File: config.mk
export PLATFORM = sky130hd
export DESIGN_NAME = timer_transceiver_supply_control
export DESIGN_NICKNAME = d
export VERILOG_FILES = /design/src/design/supply_ctrl_pkg.sv /design/src/design/timer_transceiver_supply_control.sv
export SDC_FILE = /design/constraint.sdc
export NUM_CORES = 1
export LEC_CHECK = 0
export ABC_CLOCK_PERIOD_IN_PS = 5300
export CAP_MARGIN = 20
export CELL_PAD_IN_SITES_DETAIL_PLACEMENT = 0
export CELL_PAD_IN_SITES_GLOBAL_PLACEMENT = 1
export CORE_MARGIN = 10
export CORE_UTILIZATION = 30
export CTS_CLUSTER_DIAMETER = 60
export DETAILED_ROUTE_END_ITERATION = 8
export DONT_BUFFER_PORTS = 1
export GPL_TIMING_DRIVEN = 0
export HOLD_SLACK_MARGIN = 0.15
export PLACE_DENSITY = 0.63
export REMOVE_ABC_BUFFERS = 1
export SYNTH_ARGS = -nofsm -noshare
export SYNTH_HDL_FRONTEND = slang
export SYNTH_SLANG_ARGS = --single-unit
File: constraint.sdc
create_clock -name i_clk_sys -period 5.3 [get_ports i_clk_sys]
set_input_delay 1.06 -clock i_clk_sys [delete_from_list [all_inputs] [get_ports i_clk_sys]]
set_output_delay 1.06 -clock i_clk_sys [all_outputs]
set_load 0.01 [all_outputs]
File: src/design/supply_ctrl_pkg.sv
// Function
// - Restart bit restarts its timer at frame end, on phase first; bit self-clears next frame.
// - Three-bit period code selects one of eight periods; code zero after reset.
// - On-time codes zero to four select on-times; larger codes void the whole write.
// - Gated drive makes the timer on phase the AND of waveform and gate input.
// - Gate input only affects high-side output use, never wake-input monitoring.
// - Unchanged timer fields with restart clear leave the running timers alone.
// - Bit 7 selects LIN listen-only operation; reset value zero.
// - Bit 6 enables LIN transmit timeout detection; reset value one.
// - Bit 5 loops CAN transmit data back to receive data; reset value zero.
// - Partial networking needs receiver on; wake pattern gives bias and interrupt.
// - Reset threshold codes 00 to 11 map to fourth through first level.
// - Watchdog window code selects four times; writes blocked unless unlock is set.
// - Changed watchdog window applies at frame end and restarts the watchdog.
// - Regulator-supply lockout keeps outputs off until status clears; else auto recovery.
// - Main-supply lockout behaves the same for main-supply outputs and status.
// - Standby disables both lockouts.
// - Bits 21 and 20 enable regulator-supply over and undervoltage shutdown.
// - Main overvoltage without shutdown keeps outputs on while charge pump stays high.
// - Bit 18 enables main undervoltage shutdown; primary undervoltage then forces fail-safe.
// - In Active mode regulator supply below nonzero threshold raises interrupt and warning flag.
// - Main-supply group is outputs one to fourteen plus both bridge drivers.
// - An ignored invalid write sets the invalid command flag.
package supply_ctrl_pkg;

    localparam logic [6:0]  TIMER_CTRL_ADDR   = 7'h02;
    localparam logic [6:0]  SUPPLY_CTRL_ADDR  = 7'h03;
    localparam logic [23:0] TIMER_CTRL_RESET  = 24'h000040;
    localparam logic [23:0] SUPPLY_CTRL_RESET = 24'hFC0000;
    localparam logic [23:0] TIMER_CTRL_MASK   = 24'hFFFFFF;
    localparam logic [23:0] SUPPLY_CTRL_MASK  = 24'hFC03FF;

    localparam int FIRST_TIMER_RESTART_BIT = 23;
    localparam int T1_GATED_BIT   = 22;
    localparam int T1_ON_LSB      = 19;
    localparam int FIRST_TIMER_PERIOD_SELECT_LSB     = 16;
    localparam int SECOND_TIMER_RESTART_BIT = 15;
    localparam int T2_GATED_BIT   = 14;
    localparam int T2_ON_LSB      = 11;
    localparam int SECOND_TIMER_PERIOD_SELECT_LSB     = 8;
    localparam int LIN_LISTEN_BIT = 7;
    localparam int LIN_TOUT_BIT   = 6;
    localparam int CAN_LOOP_BIT   = 5;
    localparam int PNW_BIT        = 4;
    localparam int RST_TH_LSB     = 2;
    localparam int WD_WIN_LSB     = 0;

    localparam int REG_LOCK_BIT   = 23;
    localparam int MAIN_LOCK_BIT  = 22;
    localparam int REG_OV_SD_BIT  = 21;
    localparam int REG_UV_SD_BIT  = 20;
    localparam int MAIN_OV_SD_BIT = 19;
    localparam int MAIN_UV_SD_BIT = 18;
    localparam int WARN_TH_LSB    = 0;

    localparam logic [2:0] ON_CODE_MAX = 3'h4;

    // Decoded timer settings for one timer.
    typedef struct packed {
        logic [2:0] period_sel;
        logic [2:0] on_sel;
        logic       gated;
    } timer_cfg_t;

    // One completed serial write, presented at chip-select release.
    typedef struct packed {
        logic       valid;
        logic [6:0] addr;
        logic [23:0] data;
    } frame_t;

endpackage : supply_ctrl_pkg

File: src/design/timer_transceiver_supply_control.sv
`timescale 1ns/1ps
module timer_transceiver_supply_control
    import supply_ctrl_pkg::*;
(
    input  wire logic               i_clk_sys,
    input  wire logic               i_resetn,
    input  wire supply_ctrl_pkg::frame_t i_frame,
    input  wire logic               i_frame_start,
    input  wire logic [6:0]         i_read_addr,
    output logic [23:0]             o_read_data,
    input  wire logic               i_watchdog_config_unlock,
    input  wire logic               i_can_receiver_enable,
    input  wire logic               i_can_wake_pattern,
    input  wire logic               i_gate_drive,
    input  wire logic [1:0]         i_first_wave,
    input  wire logic [1:0]         i_second_wave,
    input  wire logic               i_active_mode,
    input  wire logic               i_standby_mode,
    input  wire logic               i_reg_ov,
    input  wire logic               i_reg_uv,
    input  wire logic               i_main_ov,
    input  wire logic               i_main_uv,
    input  wire logic               i_charge_pump_low_threshold,
    input  wire logic               i_primary_uv,
    input  wire logic               i_reg_status_clear,
    input  wire logic               i_main_status_clear,
    input  wire logic [9:0]         i_reg_supply_level,
    input  wire logic               i_warning_clear,
    input  wire logic               i_invalid_clear,
    output supply_ctrl_pkg::timer_cfg_t o_first_cfg,
    output supply_ctrl_pkg::timer_cfg_t o_second_cfg,
    output logic                    o_first_timer_restart,
    output logic                    o_second_timer_restart,
    output logic                    o_first_hs_on,
    output logic                    o_second_hs_on,
    output logic                    o_first_wake_on,
    output logic                    o_second_wake_on,
    output logic                    o_lin_listen_only,
    output logic                    o_lin_transmit_timeout_enable,
    output logic                    o_can_loop_enable,
    output logic                    o_partial_networking_enable,
    output logic                    o_transceiver_bias_state,
    output logic [1:0]              o_primary_regulator_reset_threshold,
    output logic [1:0]              o_watchdog_window_select,
    output logic                    o_watchdog_restart,
    output logic                    o_reg_outputs_off,
    output logic                    o_main_outputs_off,
    output logic                    o_fail_safe,
    output logic                    o_regulator_supply_warning_flag,
    output logic                    o_interrupt_output_low,
    output logic                    o_invalid_command_flag,
    output logic                    o_reg_status_ov,
    output logic                    o_reg_status_uv,
    output logic                    o_main_status_ov,
    output logic                    o_main_status_uv
);
    import supply_ctrl_pkg::*;

    //------------------------------------------------------------------
    // Reset synchroniser
    //------------------------------------------------------------------
    logic rst_meta_reg;
    logic rst_sync_reg;

    // Release the asynchronous reset through two flops.
    always_ff @(posedge i_clk_sys or negedge i_resetn)
    begin
        if (!i_resetn)
        begin
            rst_meta_reg <= 1'b0;
            rst_sync_reg <= 1'b0;
        end
        else
        begin
            rst_meta_reg <= 1'b1;
            rst_sync_reg <= rst_meta_reg;
        end
    end

    wire logic rstn = rst_sync_reg;

    //------------------------------------------------------------------
    // Write decode
    //------------------------------------------------------------------
    logic [23:0] timer_reg;
    logic [23:0] supply_reg;
    logic [23:0] timer_next;
    logic        timer_wr;
    logic        supply_wr;
    logic        on_invalid;

    // An on-time code above four voids the whole timer write.
    always_comb
    begin
        timer_wr   = i_frame.valid && (i_frame.addr == TIMER_CTRL_ADDR);
        supply_wr  = i_frame.valid && (i_frame.addr == SUPPLY_CTRL_ADDR);
        on_invalid = (i_frame.data[T1_ON_LSB +: 3] > ON_CODE_MAX) ||
                     (i_frame.data[T2_ON_LSB +: 3] > ON_CODE_MAX);
        timer_next = i_frame.data & TIMER_CTRL_MASK;
        if (!i_watchdog_config_unlock)
        begin
            timer_next[WD_WIN_LSB +: 2] = timer_reg[WD_WIN_LSB +: 2];
        end
        if (!i_can_receiver_enable)
        begin
            timer_next[PNW_BIT] = 1'b0;
        end
    end

    //------------------------------------------------------------------
    // Control registers
    //------------------------------------------------------------------
    // Timer and transceiver register; restart bits clear at the next frame.
    always_ff @(posedge i_clk_sys or negedge rstn)
    begin
        if (!rstn)
        begin
            timer_reg <= TIMER_CTRL_RESET;
        end
        else if (timer_wr && !on_invalid)
        begin
            timer_reg <= timer_next;
        end
        else if (i_frame_start)
        begin
            timer_reg[FIRST_TIMER_RESTART_BIT] <= 1'b0;
            timer_reg[SECOND_TIMER_RESTART_BIT] <= 1'b0;
        end
    end

    // Supply protection register; reserved bits never store.
    always_ff @(posedge i_clk_sys or negedge rstn)
    begin
        if (!rstn)
        begin
            supply_reg <= SUPPLY_CTRL_RESET;
        end
        else if (supply_wr)
        begin
            supply_reg <= i_frame.data & SUPPLY_CTRL_MASK;
        end
    end

    //------------------------------------------------------------------
    // Frame-end strobes
    //------------------------------------------------------------------
    // Restart only on request; unchanged fields without it do nothing.
    always_ff @(posedge i_clk_sys or negedge rstn)
    begin
        if (!rstn)
        begin
            o_first_timer_restart  <= 1'b0;
            o_second_timer_restart <= 1'b0;
            o_watchdog_restart     <= 1'b0;
        end
        else
        begin
            o_first_timer_restart  <= timer_wr && !on_invalid &&
                                      timer_next[FIRST_TIMER_RESTART_BIT];
            o_second_timer_restart <= timer_wr && !on_invalid &&
                                      timer_next[SECOND_TIMER_RESTART_BIT];
            o_watchdog_restart     <= timer_wr && !on_invalid &&
                (timer_next[WD_WIN_LSB +: 2] != timer_reg[WD_WIN_LSB +: 2]);
        end
    end

    //------------------------------------------------------------------
    // Timer outputs
    //------------------------------------------------------------------
    // Gated drive applies to high-side use only; wake monitoring is ungated.
    always_ff @(posedge i_clk_sys or negedge rstn)
    begin
        if (!rstn)
        begin
            o_first_hs_on    <= 1'b0;
            o_second_hs_on   <= 1'b0;
            o_first_wake_on  <= 1'b0;
            o_second_wake_on <= 1'b0;
        end
        else
        begin
            o_first_hs_on    <= i_first_wave[0] &
                                (~timer_reg[T1_GATED_BIT] | i_gate_drive);
            o_second_hs_on   <= i_second_wave[0] &
                                (~timer_reg[T2_GATED_BIT] | i_gate_drive);
            o_first_wake_on  <= i_first_wave[1];
            o_second_wake_on <= i_second_wave[1];
        end
    end

    //------------------------------------------------------------------
    // Supply status and lockout
    //------------------------------------------------------------------
    logic reg_lock;
    logic main_lock;
    logic reg_fault;
    logic main_fault;

    // Standby overrides both lockouts.
    always_comb
    begin
        reg_lock   = supply_reg[REG_LOCK_BIT] && !i_standby_mode;
        main_lock  = supply_reg[MAIN_LOCK_BIT] && !i_standby_mode;
        reg_fault  = (i_reg_ov && supply_reg[REG_OV_SD_BIT]) ||
                     (i_reg_uv && supply_reg[REG_UV_SD_BIT]);
        main_fault = (i_main_ov && (supply_reg[MAIN_OV_SD_BIT] ||
                                    i_charge_pump_low_threshold)) ||
                     (i_main_uv && supply_reg[MAIN_UV_SD_BIT]);
    end

    // Status bits: set wins over clear; without lockout they follow the fault.
    always_ff @(posedge i_clk_sys or negedge rstn)
    begin
        if (!rstn)
        begin
            o_reg_status_ov  <= 1'b0;
            o_reg_status_uv  <= 1'b0;
            o_main_status_ov <= 1'b0;
            o_main_status_uv <= 1'b0;
        end
        else
        begin
            o_reg_status_ov  <= i_reg_ov |
                (o_reg_status_ov & reg_lock & ~i_reg_status_clear);
            o_reg_status_uv  <= i_reg_uv |
                (o_reg_status_uv & reg_lock & ~i_reg_status_clear);
            o_main_status_ov <= i_main_ov |
                (o_main_status_ov & main_lock & ~i_main_status_clear);
            o_main_status_uv <= i_main_uv |
                (o_main_status_uv & main_lock & ~i_main_status_clear);
        end
    end

    // Outputs one to fourteen and both bridges form the main group.
    always_ff @(posedge i_clk_sys or negedge rstn)
    begin
        if (!rstn)
        begin
            o_reg_outputs_off  <= 1'b0;
            o_main_outputs_off <= 1'b0;
            o_fail_safe        <= 1'b0;
        end
        else
        begin
            o_reg_outputs_off  <= reg_fault | (reg_lock & o_reg_outputs_off &
                (o_reg_status_ov | o_reg_status_uv)) | o_fail_safe;
            o_main_outputs_off <= main_fault | (main_lock & o_main_outputs_off &
                (o_main_status_ov | o_main_status_uv)) | o_fail_safe;
            o_fail_safe        <= o_fail_safe |
                (i_primary_uv & ((i_main_uv & supply_reg[MAIN_UV_SD_BIT]) |
                                 (i_reg_uv & supply_reg[REG_UV_SD_BIT])));
        end
    end

    //------------------------------------------------------------------
    // Early warning, invalid command and wake pattern
    //------------------------------------------------------------------
    logic warn_now;
    assign warn_now = i_active_mode && (supply_reg[WARN_TH_LSB +: 10] != 10'h000) &&
                      (i_reg_supply_level < supply_reg[WARN_TH_LSB +: 10]);

    // Sticky flags whose set wins over their clear.
    always_ff @(posedge i_clk_sys or negedge rstn)
    begin
        if (!rstn)
        begin
            o_regulator_supply_warning_flag <= 1'b0;
            o_invalid_command_flag          <= 1'b0;
            o_transceiver_bias_state        <= 1'b0;
        end
        else
        begin
            o_regulator_supply_warning_flag <= warn_now |
                (o_regulator_supply_warning_flag & ~i_warning_clear);
            o_invalid_command_flag <= (timer_wr & on_invalid) |
                (o_invalid_command_flag & ~i_invalid_clear);
            o_transceiver_bias_state <= (timer_reg[PNW_BIT] & i_can_wake_pattern) |
                (o_transceiver_bias_state & ~i_warning_clear);
        end
    end

    // Interrupt pin is low while a warning or wake event is pending.
    assign o_interrupt_output_low = ~(o_regulator_supply_warning_flag |
                                      o_transceiver_bias_state);

    //------------------------------------------------------------------
    // Field outputs and read back
    //------------------------------------------------------------------
    assign o_first_cfg  = '{timer_reg[FIRST_TIMER_PERIOD_SELECT_LSB +: 3], timer_reg[T1_ON_LSB +: 3],
                            timer_reg[T1_GATED_BIT]};
    assign o_second_cfg = '{timer_reg[SECOND_TIMER_PERIOD_SELECT_LSB +: 3], timer_reg[T2_ON_LSB +: 3],
                            timer_reg[T2_GATED_BIT]};
    assign o_lin_listen_only             = timer_reg[LIN_LISTEN_BIT];
    assign o_lin_transmit_timeout_enable = timer_reg[LIN_TOUT_BIT];
    assign o_can_loop_enable             = timer_reg[CAN_LOOP_BIT];
    assign o_partial_networking_enable   = timer_reg[PNW_BIT];
    assign o_primary_regulator_reset_threshold = timer_reg[RST_TH_LSB +: 2];
    assign o_watchdog_window_select      = timer_reg[WD_WIN_LSB +: 2];

    // Read multiplexer; other addresses read zero.
    always_comb
    begin
        case (i_read_addr)
            TIMER_CTRL_ADDR:  o_read_data = timer_reg;
            SUPPLY_CTRL_ADDR: o_read_data = supply_reg & SUPPLY_CTRL_MASK;
            default:          o_read_data = 24'h000000;
        endcase
    end

endmodule : timer_transceiver_supply_control

* After elaboration in Yosys (flattened, before gate mapping) *
Index checks and enable logic that the tools add are counted.

storage, ports and cells
  register bits = 59
  input bits = 72
  logic and storage cells = 105

cells by class
  magnitude comparators = 3
  eq/ne operators = 5
  mux-type cells = 6
  bitwise gates (word level) = 47
  reduce and logical (&&, ||, !) cells = 22

operators with widths
  operator                                                                count
  24-bit case mux with 2 select lines                                     1
  7-bit by 2-bit equality test with 1-bit output (second input constant)  4
  1-bit bitwise AND                                                       22
  1-bit bitwise OR                                                        18
  1-bit logical AND                                                       14
  10-bit < comparator                                                     1
  10-bit nonzero test                                                     1
  1-bit inverter                                                          7
  3-bit greater-than comparator (second input constant)                   2
  1-bit logical OR                                                        4
  1-bit two-way mux                                                       4
  1-bit zero test                                                         2
  2-bit two-way mux                                                       1
  2-bit inequality test                                                   1
  2-bit nonzero test                                                      1

* Logic depth before layout (Yosys ltp) *
Gate-level depths: netlist of the first run.

  depth in word-level cells = 6
  depth in mapped cells = 6

* Worst setup path after synthesis of the first run *
No wires, ideal clock.

  kind = input to output
  from = in i_read_addr[0]
  to = out o_read_data[18]
  data arrival time = 1.987 ns
  slack = 2.253 ns
  stages on the path = 4
  path through = clkbuf_1 buf_2 mux2i_1 nor2_1

between the ends
  cells in the longest elaborated chain, start to end = 2

RTL lines
  item                                            line                                     source
  start: declaration                              timer_transceiver_supply_control.sv:9    input wire logic [6:0] i_read_addr,
  7-bit by 2-bit equality test with 1-bit output  timer_transceiver_supply_control.sv:303  case (i_read_addr)
  24-bit case mux with 2 select lines *           timer_transceiver_supply_control.sv:303
  end: declaration                                timer_transceiver_supply_control.sv:10   output logic [23:0] o_read_data,

Mark *: on every way between the ends. The rest lies on a longest branch, timed or not.

* Final worst setup path of the first run *
  from = in i_read_addr[4]
  to = out o_read_data[15]

Same word-level chain as after synthesis.

==> impl_summary.txt, run 1 <==
----------------------------------------------------
[Timing]
  Fmax ... 256 MHz
  Actual slew at the worst max-slew pin ... 0.788 ns
  Finish-stage setup viols ... 0
  Clock skew after layout ... ~0.009 ns
  Slew margin rel. ... 47.3%
  Part of the cycle the worst path needs ... about three quarters
  Unrepaired setup endpoints after global routing ... no
  Max-slew violation count ... 0
  Final hold violation count ... 0
  Setup TNS Final ... 0 ns
  Post-layout minimum cycle time ... 3.91 ns

[Yosys]
  Flip-flop cell with the highest count after synthesis ... dfrtp_1
  Area of the mapped netlist ... 2980 sq um
  Synth Area per Inst ... 10.3 sq um
  Count of state elements after synthesis ... between 50 and 60
  Number of distinct library cells after synthesis ... 42
  Share of the yosys chip area belonging to registers ... between 40 and 50%
  Count of mapped cells out of synthesis ... 288
  Yosys warning count ... 0
  Async set or reset register ratio after synthesis ... 100%
  Number of flops mapped to enable cells by yosys ... 0

[Final layout]
  Most common cell after layout, fill and taps aside ... nand2_1
  Area growth syn-to-layout ... 7.73%
  Most frequent cells in the layout ... 63 x nand2_1, 51 x dfrtp_1, 24 x nor2_1
  Final core occ ... 33.0%
  Layout cell share with drive strength beyond 1 ... 17.5%
  Final Net Count ... around 360
  Number of antenna diodes ... 0
  FILL cells ... 1023
  Number of flip-flops in the largest register ... 24

[Outcome]
  Result of the run ... complete, no violations

[Die]
  Total die area ... about 14000 sq um
  Die outline width ... 120 microns
  Number of primary I/O pins ... 136
  Die height ... 120 microns
  Num rows ... 36
  Total core area ... 9730 sq um
  Effective utilization at floorplan ... 30.6%

[Clocking]
  Clk pin slew, worst setup/hold paths ... ~0.070 ns
  CTS H-tree depth ... 3
  Clock tree from TritonCTS ... yes
  Post-cts resize count ... 0
  Root cell of the clock tree ... clkbuf_8
  Total of hold buffers inserted after clock tree synthesis ... 0
  CTS Buf Count ... 9
  Count of clock tree sinks ... 59
  Worst skew pair latency ... about 0.33 ns
  Clock Path Buffers ... 2
  Post-CTS setup buffer count ... 0

[Power]
  Leakage power of the design ... around 1.5 nW
  Worst ir drop on vdd ... between 0.1 and 0.15 mV
  Total power ... 1.03 mW
  Total power divided by cell area ... 320 nW/um^2

[Global routing]
  GRT Resource Usage Total ... roughly 11%
  Number of global-route vias before repair ... 2233
  Remaining global-route overflow ... 0
  Pin count of the biggest net entering global routing ... 32
  Number of antenna violations at the first check in global routing ... 0
  Global-route wire length before repair ... 12.8 mm

[Detailed routing]
  Remaining design rule violation count ... 0
  Detailed route wirelength on metal3 ... around 940 microns
  Met2 WL ... ~3.7 mm
  Antenna Violating Nets Remaining ... 0
  Detail-routed via count per cell ... 4.82
  Number of detailed-route iterations in the first pass ... 4
  Topmost layer with routed signal wires ... met4
  Detailed-route wire length ... 8.03 mm
  Met1 routed wirelength after detailed routing ... 3.24 mm
  Total via count in the routed design ... 1992
  Mean routed wirelength per cell ... 19.5 microns
  Drt initial violations ... between 100 and 150

[Placed design]
  Number of buffers added on ports ... 0
  Final GP Congestion ... 0.702
  Post-detailed-placement half-perimeter wirelength ... 6.29 mm

[Worst setup path]
  Kind of start point of the critical path ... primary input
  Critical-path maximum fanout ... 17
  Register-to-register path setup slack ... 3.63 ns
  Startpoint-to-endpoint class of the critical path ... primary input to primary output
  Start of the worst register-to-register path ... supply_reg[6]$_DFFE_PN0P_
  Crit path capture type ... primary output
  WP data required ... 4.24 ns
  Worst R2R End ... o_regulator_supply_warning_flag$_DFF_PN0_
  Arrival @ worst endpoint ... ~2.9 ns
  Worst R2R Path Depth ... 4

[Job]
  Maxcap violations ... 0

[Hold path]
  Tightest Hold Check Type ... flop to asynchronous set/reset pin

----------------------------------------------------
==> synthesized netlist by cell type (2+ instances only) <==
cell type,number,area (sq um)
nor4_1,2,12.5
or4_1,2,15.0
clkbuf_1,4,15.0
dfrtp_1,52,1300
ha_1,9,113
a21o_1,7,52.6
o21ai_0,6,30.0
inv_1,12,45.0
mux2_4,2,30.0
a21oi_1,5,25.0
mux2_2,16,180
dfstp_2,7,184
nor2_1,24,90.1
mux2i_1,16,160
nand4_1,3,18.8
and2_1,10,62.6
xnor2_1,2,17.5
nand2_1,63,236
buf_2,2,10.0
nand2b_1,2,12.5
a21boi_0,2,15.0
buf_4,20,150
==> cell families (layout without fill, tap and decap cells) <==
| logic type | after synthesis | count (layout) | synth area share, % |
|---|---|---|---|
| xor gates and xnor gates | 2 | 2 | 0.589 |
| and+or+nand+nor | 116 | 116 | 18.9 |
| adders and majority gates | 9 | 9 | 3.78 |
| AOI/OAI and AO/OA | 28 | 28 | 6.39 |
| DFF | 59 | 59 | 49.9 |
| other | 1 | 1 | 0.126 |
| muxes | 34 | 34 | 12.4 |
| buffers and inverters | 39 | 31 | 7.86 |
==> worst max-delay path, stage by stage <==
cell      delay, ns
nor4_1         0.28
nand3b_1       0.61
nor2_1         0.63
and2_1         0.27
==> where the power goes <==
part | switching, mW | total [mW] | internal (mW)
sequential | 0.0451 | 0.530 | 0.484
clock | 0.187 | 0.416 | 0.230
combinational | 0.0375 | 0.0803 | 0.0428
==> per-layer routing <==
metal	global-route usage [%]	vias to the layer above
met5	0	-
met4	4.30	0
met3	5.49	10
met2	17.6	92
met1	12.7	973
li1	-	917
==> area by class of cell <==
cell class / count / area [sq um] / area share, %
Multi-Input combinational cell: 190 / 1260 / 39.2
Clock inverter: 6 / 63.8 / 1.99
Inverter: 12 / 45.0 / 1.40
Clock buffer: 10 / 138 / 4.29
Sequential cell: 59 / 1490 / 46.4
Tap cell: 133 / 166 / 5.19
Timing Repair Buffer: 3 / 50.0 / 1.56
==> how the worst max path moves through the flow <==
| stage | startpoint | to | slack [ns] | depth (start not counted) |
|---|---|---|---|---|
| after global placement | i_read_addr[4] | o_read_data[14] | 1.31 | 4 |
| after global routing | i_read_addr[4] | o_read_data[15] | 1.08 | 4 |
| after floorplan | i_read_addr[4] | o_read_data[10] | 2.03 | 4 |
| after detailed placement | i_read_addr[4] | o_read_data[14] | 1.17 | 4 |
| final | i_read_addr[4] | o_read_data[15] | 1.39 | 4 |
| after CTS | i_read_addr[4] | o_read_data[15] | 1.17 | 4 |
==> metrics by stage <==
step           worst slack (ns)  cells  area [sq um]  hold WS, ns
2_1_floorplan              2.03    261          2790        0.331
6_report                   1.39    413          3210        0.285
5_1_grt                    1.08    413          3210        0.351
4_1_cts                    1.17    412          3190        0.313
3_5_place_dp               1.17    396          2990        0.307
3_3_place_gp               1.31    394          2950        0.335
Note: power is estimated with default switching activity, not from simulation.
==> run 2, diff against run 1 <==
Settings changed: ABC_CLOCK_PERIOD_IN_PS 5300 to 4019.
Clock period 5.3 ns to 4.02 ns, I/O delays scaled along.
==> run 2 against run 1 <==
Net effect:
- hold slack about the same
- wire length is 0.19% higher
- die area did not move
- sequential power up 32%
- core utilization rose by 0.10 points
- count of clock-buffer cells in the layout did not move
- non-clock buffer count rose by 1
- critical endpoint unchanged
- largest power group unchanged
==> impl_summary.txt, run 2 (same netlist as run 1, synthesis figures left out) <==
----------------------------------------------------
[Outcome]
  Result of the run ... complete, no violations (unchanged)

[Die]
  Die height ... 120 microns (unchanged)
  Die outline width ... 120 microns (unchanged)
  Num rows ... 36 (unchanged)
  Total die area ... 14300 sq um (unchanged)
  Number of primary I/O pins ... 136 (unchanged)
  Total core area ... 9730 sq um (unchanged)
  Effective utilization at floorplan ... 30.6% (unchanged)

[Worst setup path]
  Cells traversed along the worst timing path ... nor4_1 > nand3b_1 > nor2_1 > and2_1 (unchanged)
  Biggest cell delay along the critical path ... 0.63 ns (about the same)
  WP data required ... 3.22 ns (was 4.24 ns)
  Arrival @ worst endpoint ... 2.60 ns (was 2.85 ns)
  Critical-path maximum fanout ... 17 (unchanged)
  Startpoint-to-endpoint class of the critical path ... primary input to primary output (unchanged)
  Crit path capture type ... primary output (unchanged)
  Kind of start point of the critical path ... primary input (unchanged)
  Slowest library cell on the worst path ... nor2_1 (unchanged)

[Detailed routing]
  Number of detailed-route iterations in the first pass ... 4 (unchanged)
  Total via count in the routed design ... 1993 (was 1992)
  Antenna Violating Nets Remaining ... 0 (unchanged)
  Detailed-route wire length ... 8.05 mm (was 8.03 mm)
  Drt initial violations ... 108 (was 106)
  Mean routed wirelength per cell ... 19.4 microns (was 19.5 microns)
  Remaining design rule violation count ... 0 (unchanged)
  Detail-routed via count per cell ... 4.81 (was 4.82)

[Placed design]
  Post-detailed-placement half-perimeter wirelength ... 6.29 mm (unchanged)
  Final GP Congestion ... 0.702 (unchanged)
  Number of buffers added on ports ... 0 (unchanged)

[Clocking]
  Count of clock tree sinks ... 59 (unchanged)
  Post-CTS setup buffer count ... 0 (unchanged)
  CTS H-tree depth ... 3 (unchanged)
  Clock tree from TritonCTS ... yes (unchanged)
  Root cell of the clock tree ... clkbuf_8 (unchanged)
  Clk pin slew, worst setup/hold paths ... 0.07 ns (about the same)
  Total of hold buffers inserted after clock tree synthesis ... 1 (was 0)
  CTS Buf Count ... 9 (unchanged)
  Post-cts resize count ... 0 (unchanged)
  Worst skew pair latency ... 0.33 ns (about the same)
  Clock Path Buffers ... 2 (unchanged)

[Global routing]
  Remaining global-route overflow ... 0 (unchanged)
  GRT Resource Usage Total ... 11.2% (about the same)
  Number of antenna violations at the first check in global routing ... 0 (unchanged)
  Global-route wire length before repair ... 12.8 mm (about the same)
  Number of global-route vias before repair ... 2237 (was 2233)
  Pin count of the biggest net entering global routing ... 32 (unchanged)

[Timing]
  Slew margin rel. ... 47.3% (about the same)
  Max-slew violation count ... 0 (unchanged)
  Setup TNS Final ... 0 ns (unchanged)
  Post-layout minimum cycle time ... roughly 3.4 ns
  Fmax ... roughly 290 MHz
  Unrepaired setup endpoints after global routing ... no (unchanged)
  Part of the cycle the worst path needs ... 84.7%
  Finish-stage setup viols ... 0 (unchanged)
  Actual slew at the worst max-slew pin ... 0.788 ns (about the same)
  Clock skew after layout ... 0.00905 ns (was 0.00903 ns)
  Final hold violation count ... 0 (unchanged)

[Final layout]
  Number of flip-flops in the largest register ... 24 (unchanged)
  Area growth syn-to-layout ... 8.07% (was 7.73%)
  FILL cells ... 1025 (was 1023)
  Final core occ ... 33.1% (was 33.0%)
  Layout cell share with drive strength beyond 1 ... 17.4% (was 17.5%)
  Most frequent cells in the layout ... 63 x nand2_1, 51 x dfrtp_1, 24 x nor2_1 (unchanged)
  Final Net Count ... 357 (was 356)
  Number of antenna diodes ... 0 (unchanged)
  Most common cell after layout, fill and taps aside ... nand2_1 (unchanged)

[Hold path]
  Tightest Hold Check Type ... flop to asynchronous set/reset pin (unchanged)

[Power]
  Total power divided by cell area ... 421 nW/um^2 (was 320 nW/um^2)
  Leakage power of the design ... 1.53 nW (about the same)
  Worst ir drop on vdd ... 0.158 mV (was 0.120 mV)

[Job]
  Maxcap violations ... 0 (unchanged)

----------------------------------------------------
run 2: changes by cell type in the layout (fill, tap and decap cells not counted):
cell,before,now
dlygate4sd3_1,0,1
run 2: power breakdown:
| part | internal [mW] | switching, mW | total, mW |
|---|---|---|---|
| registers | 0.639 | 0.0595 | 0.698 |
| clock network | 0.303 | 0.246 | 0.549 |
| logic | 0.0571 | 0.0498 | 0.107 |
run 2: path summary, 6_finish.rpt:
| path | startpoint | to | slack (ns) | cells after the start |
|---|---|---|---|---|
| worst max register to register | supply_reg[6]$_DFFE_PN0P_ | o_regulator_supply_warning_flag$_DFF_PN0_ | 2.35 | 4 |
| worst min register to register | rst_sync_reg$_DFF_PN0_ | o_second_wake_on$_DFF_PN0_ | 0.28 | 0 |
| worst min-delay path | rst_sync_reg$_DFF_PN0_ | o_second_wake_on$_DFF_PN0_ | 0.28 | 0 |
| max in group asynchronous | rst_sync_reg$_DFF_PN0_ | supply_reg[22]$_DFFE_PN1P_ | 3.08 | 1 |
| min in group i_clk_sys | rst_meta_reg$_DFF_PN0_ | rst_sync_reg$_DFF_PN0_ | 0.35 | 0 |
| worst max-delay path | i_read_addr[4] | o_read_data[15] | 0.61 | 4 |
run 2: metal layers:
metal | wire length (microns) | track usage (%) | vias up
li1 | - | - | 918
met1 | 3240 | 12.8 | 973
met2 | 3740 | 17.7 | 92
met3 | 936 | 5.44 | 10
met4 | 127 | 4.30 | 0
met5 | 0 | 0 | -
run 2: through the flow:
step                area [sq um]  power, mW  hold slack [ns]  instances  worst slack, ns
floorplan                   2790      0.779            0.331        261             1.26
global placement            2950      0.812            0.335        394            0.547
detailed placement          2990      0.819            0.307        396            0.403
CTS                         3200       1.38            0.313        413            0.399
global route                3220       1.43            0.351        414            0.307
finish                      3220       1.35            0.285        414            0.613
run 2: cell type report:
| type | instances | area (sq um) | share of cell area, % |
|---|---|---|---|
| clock inverter | 6 | 63.8 | 1.98 |
| inverter | 12 | 45.0 | 1.40 |
| sequential | 59 | 1490 | 46.2 |
| multi-input combinational | 190 | 1260 | 39.1 |
| tap | 133 | 166 | 5.17 |
| timing repair buffer | 4 | 60.1 | 1.87 |
| clock buffer | 10 | 138 | 4.28 |
run 2: worst max-delay path, delay by kind of cell:
| kind | cells | cell delay [ns] |
|---|---|---|
| simple gates | 4 | 1.80 |
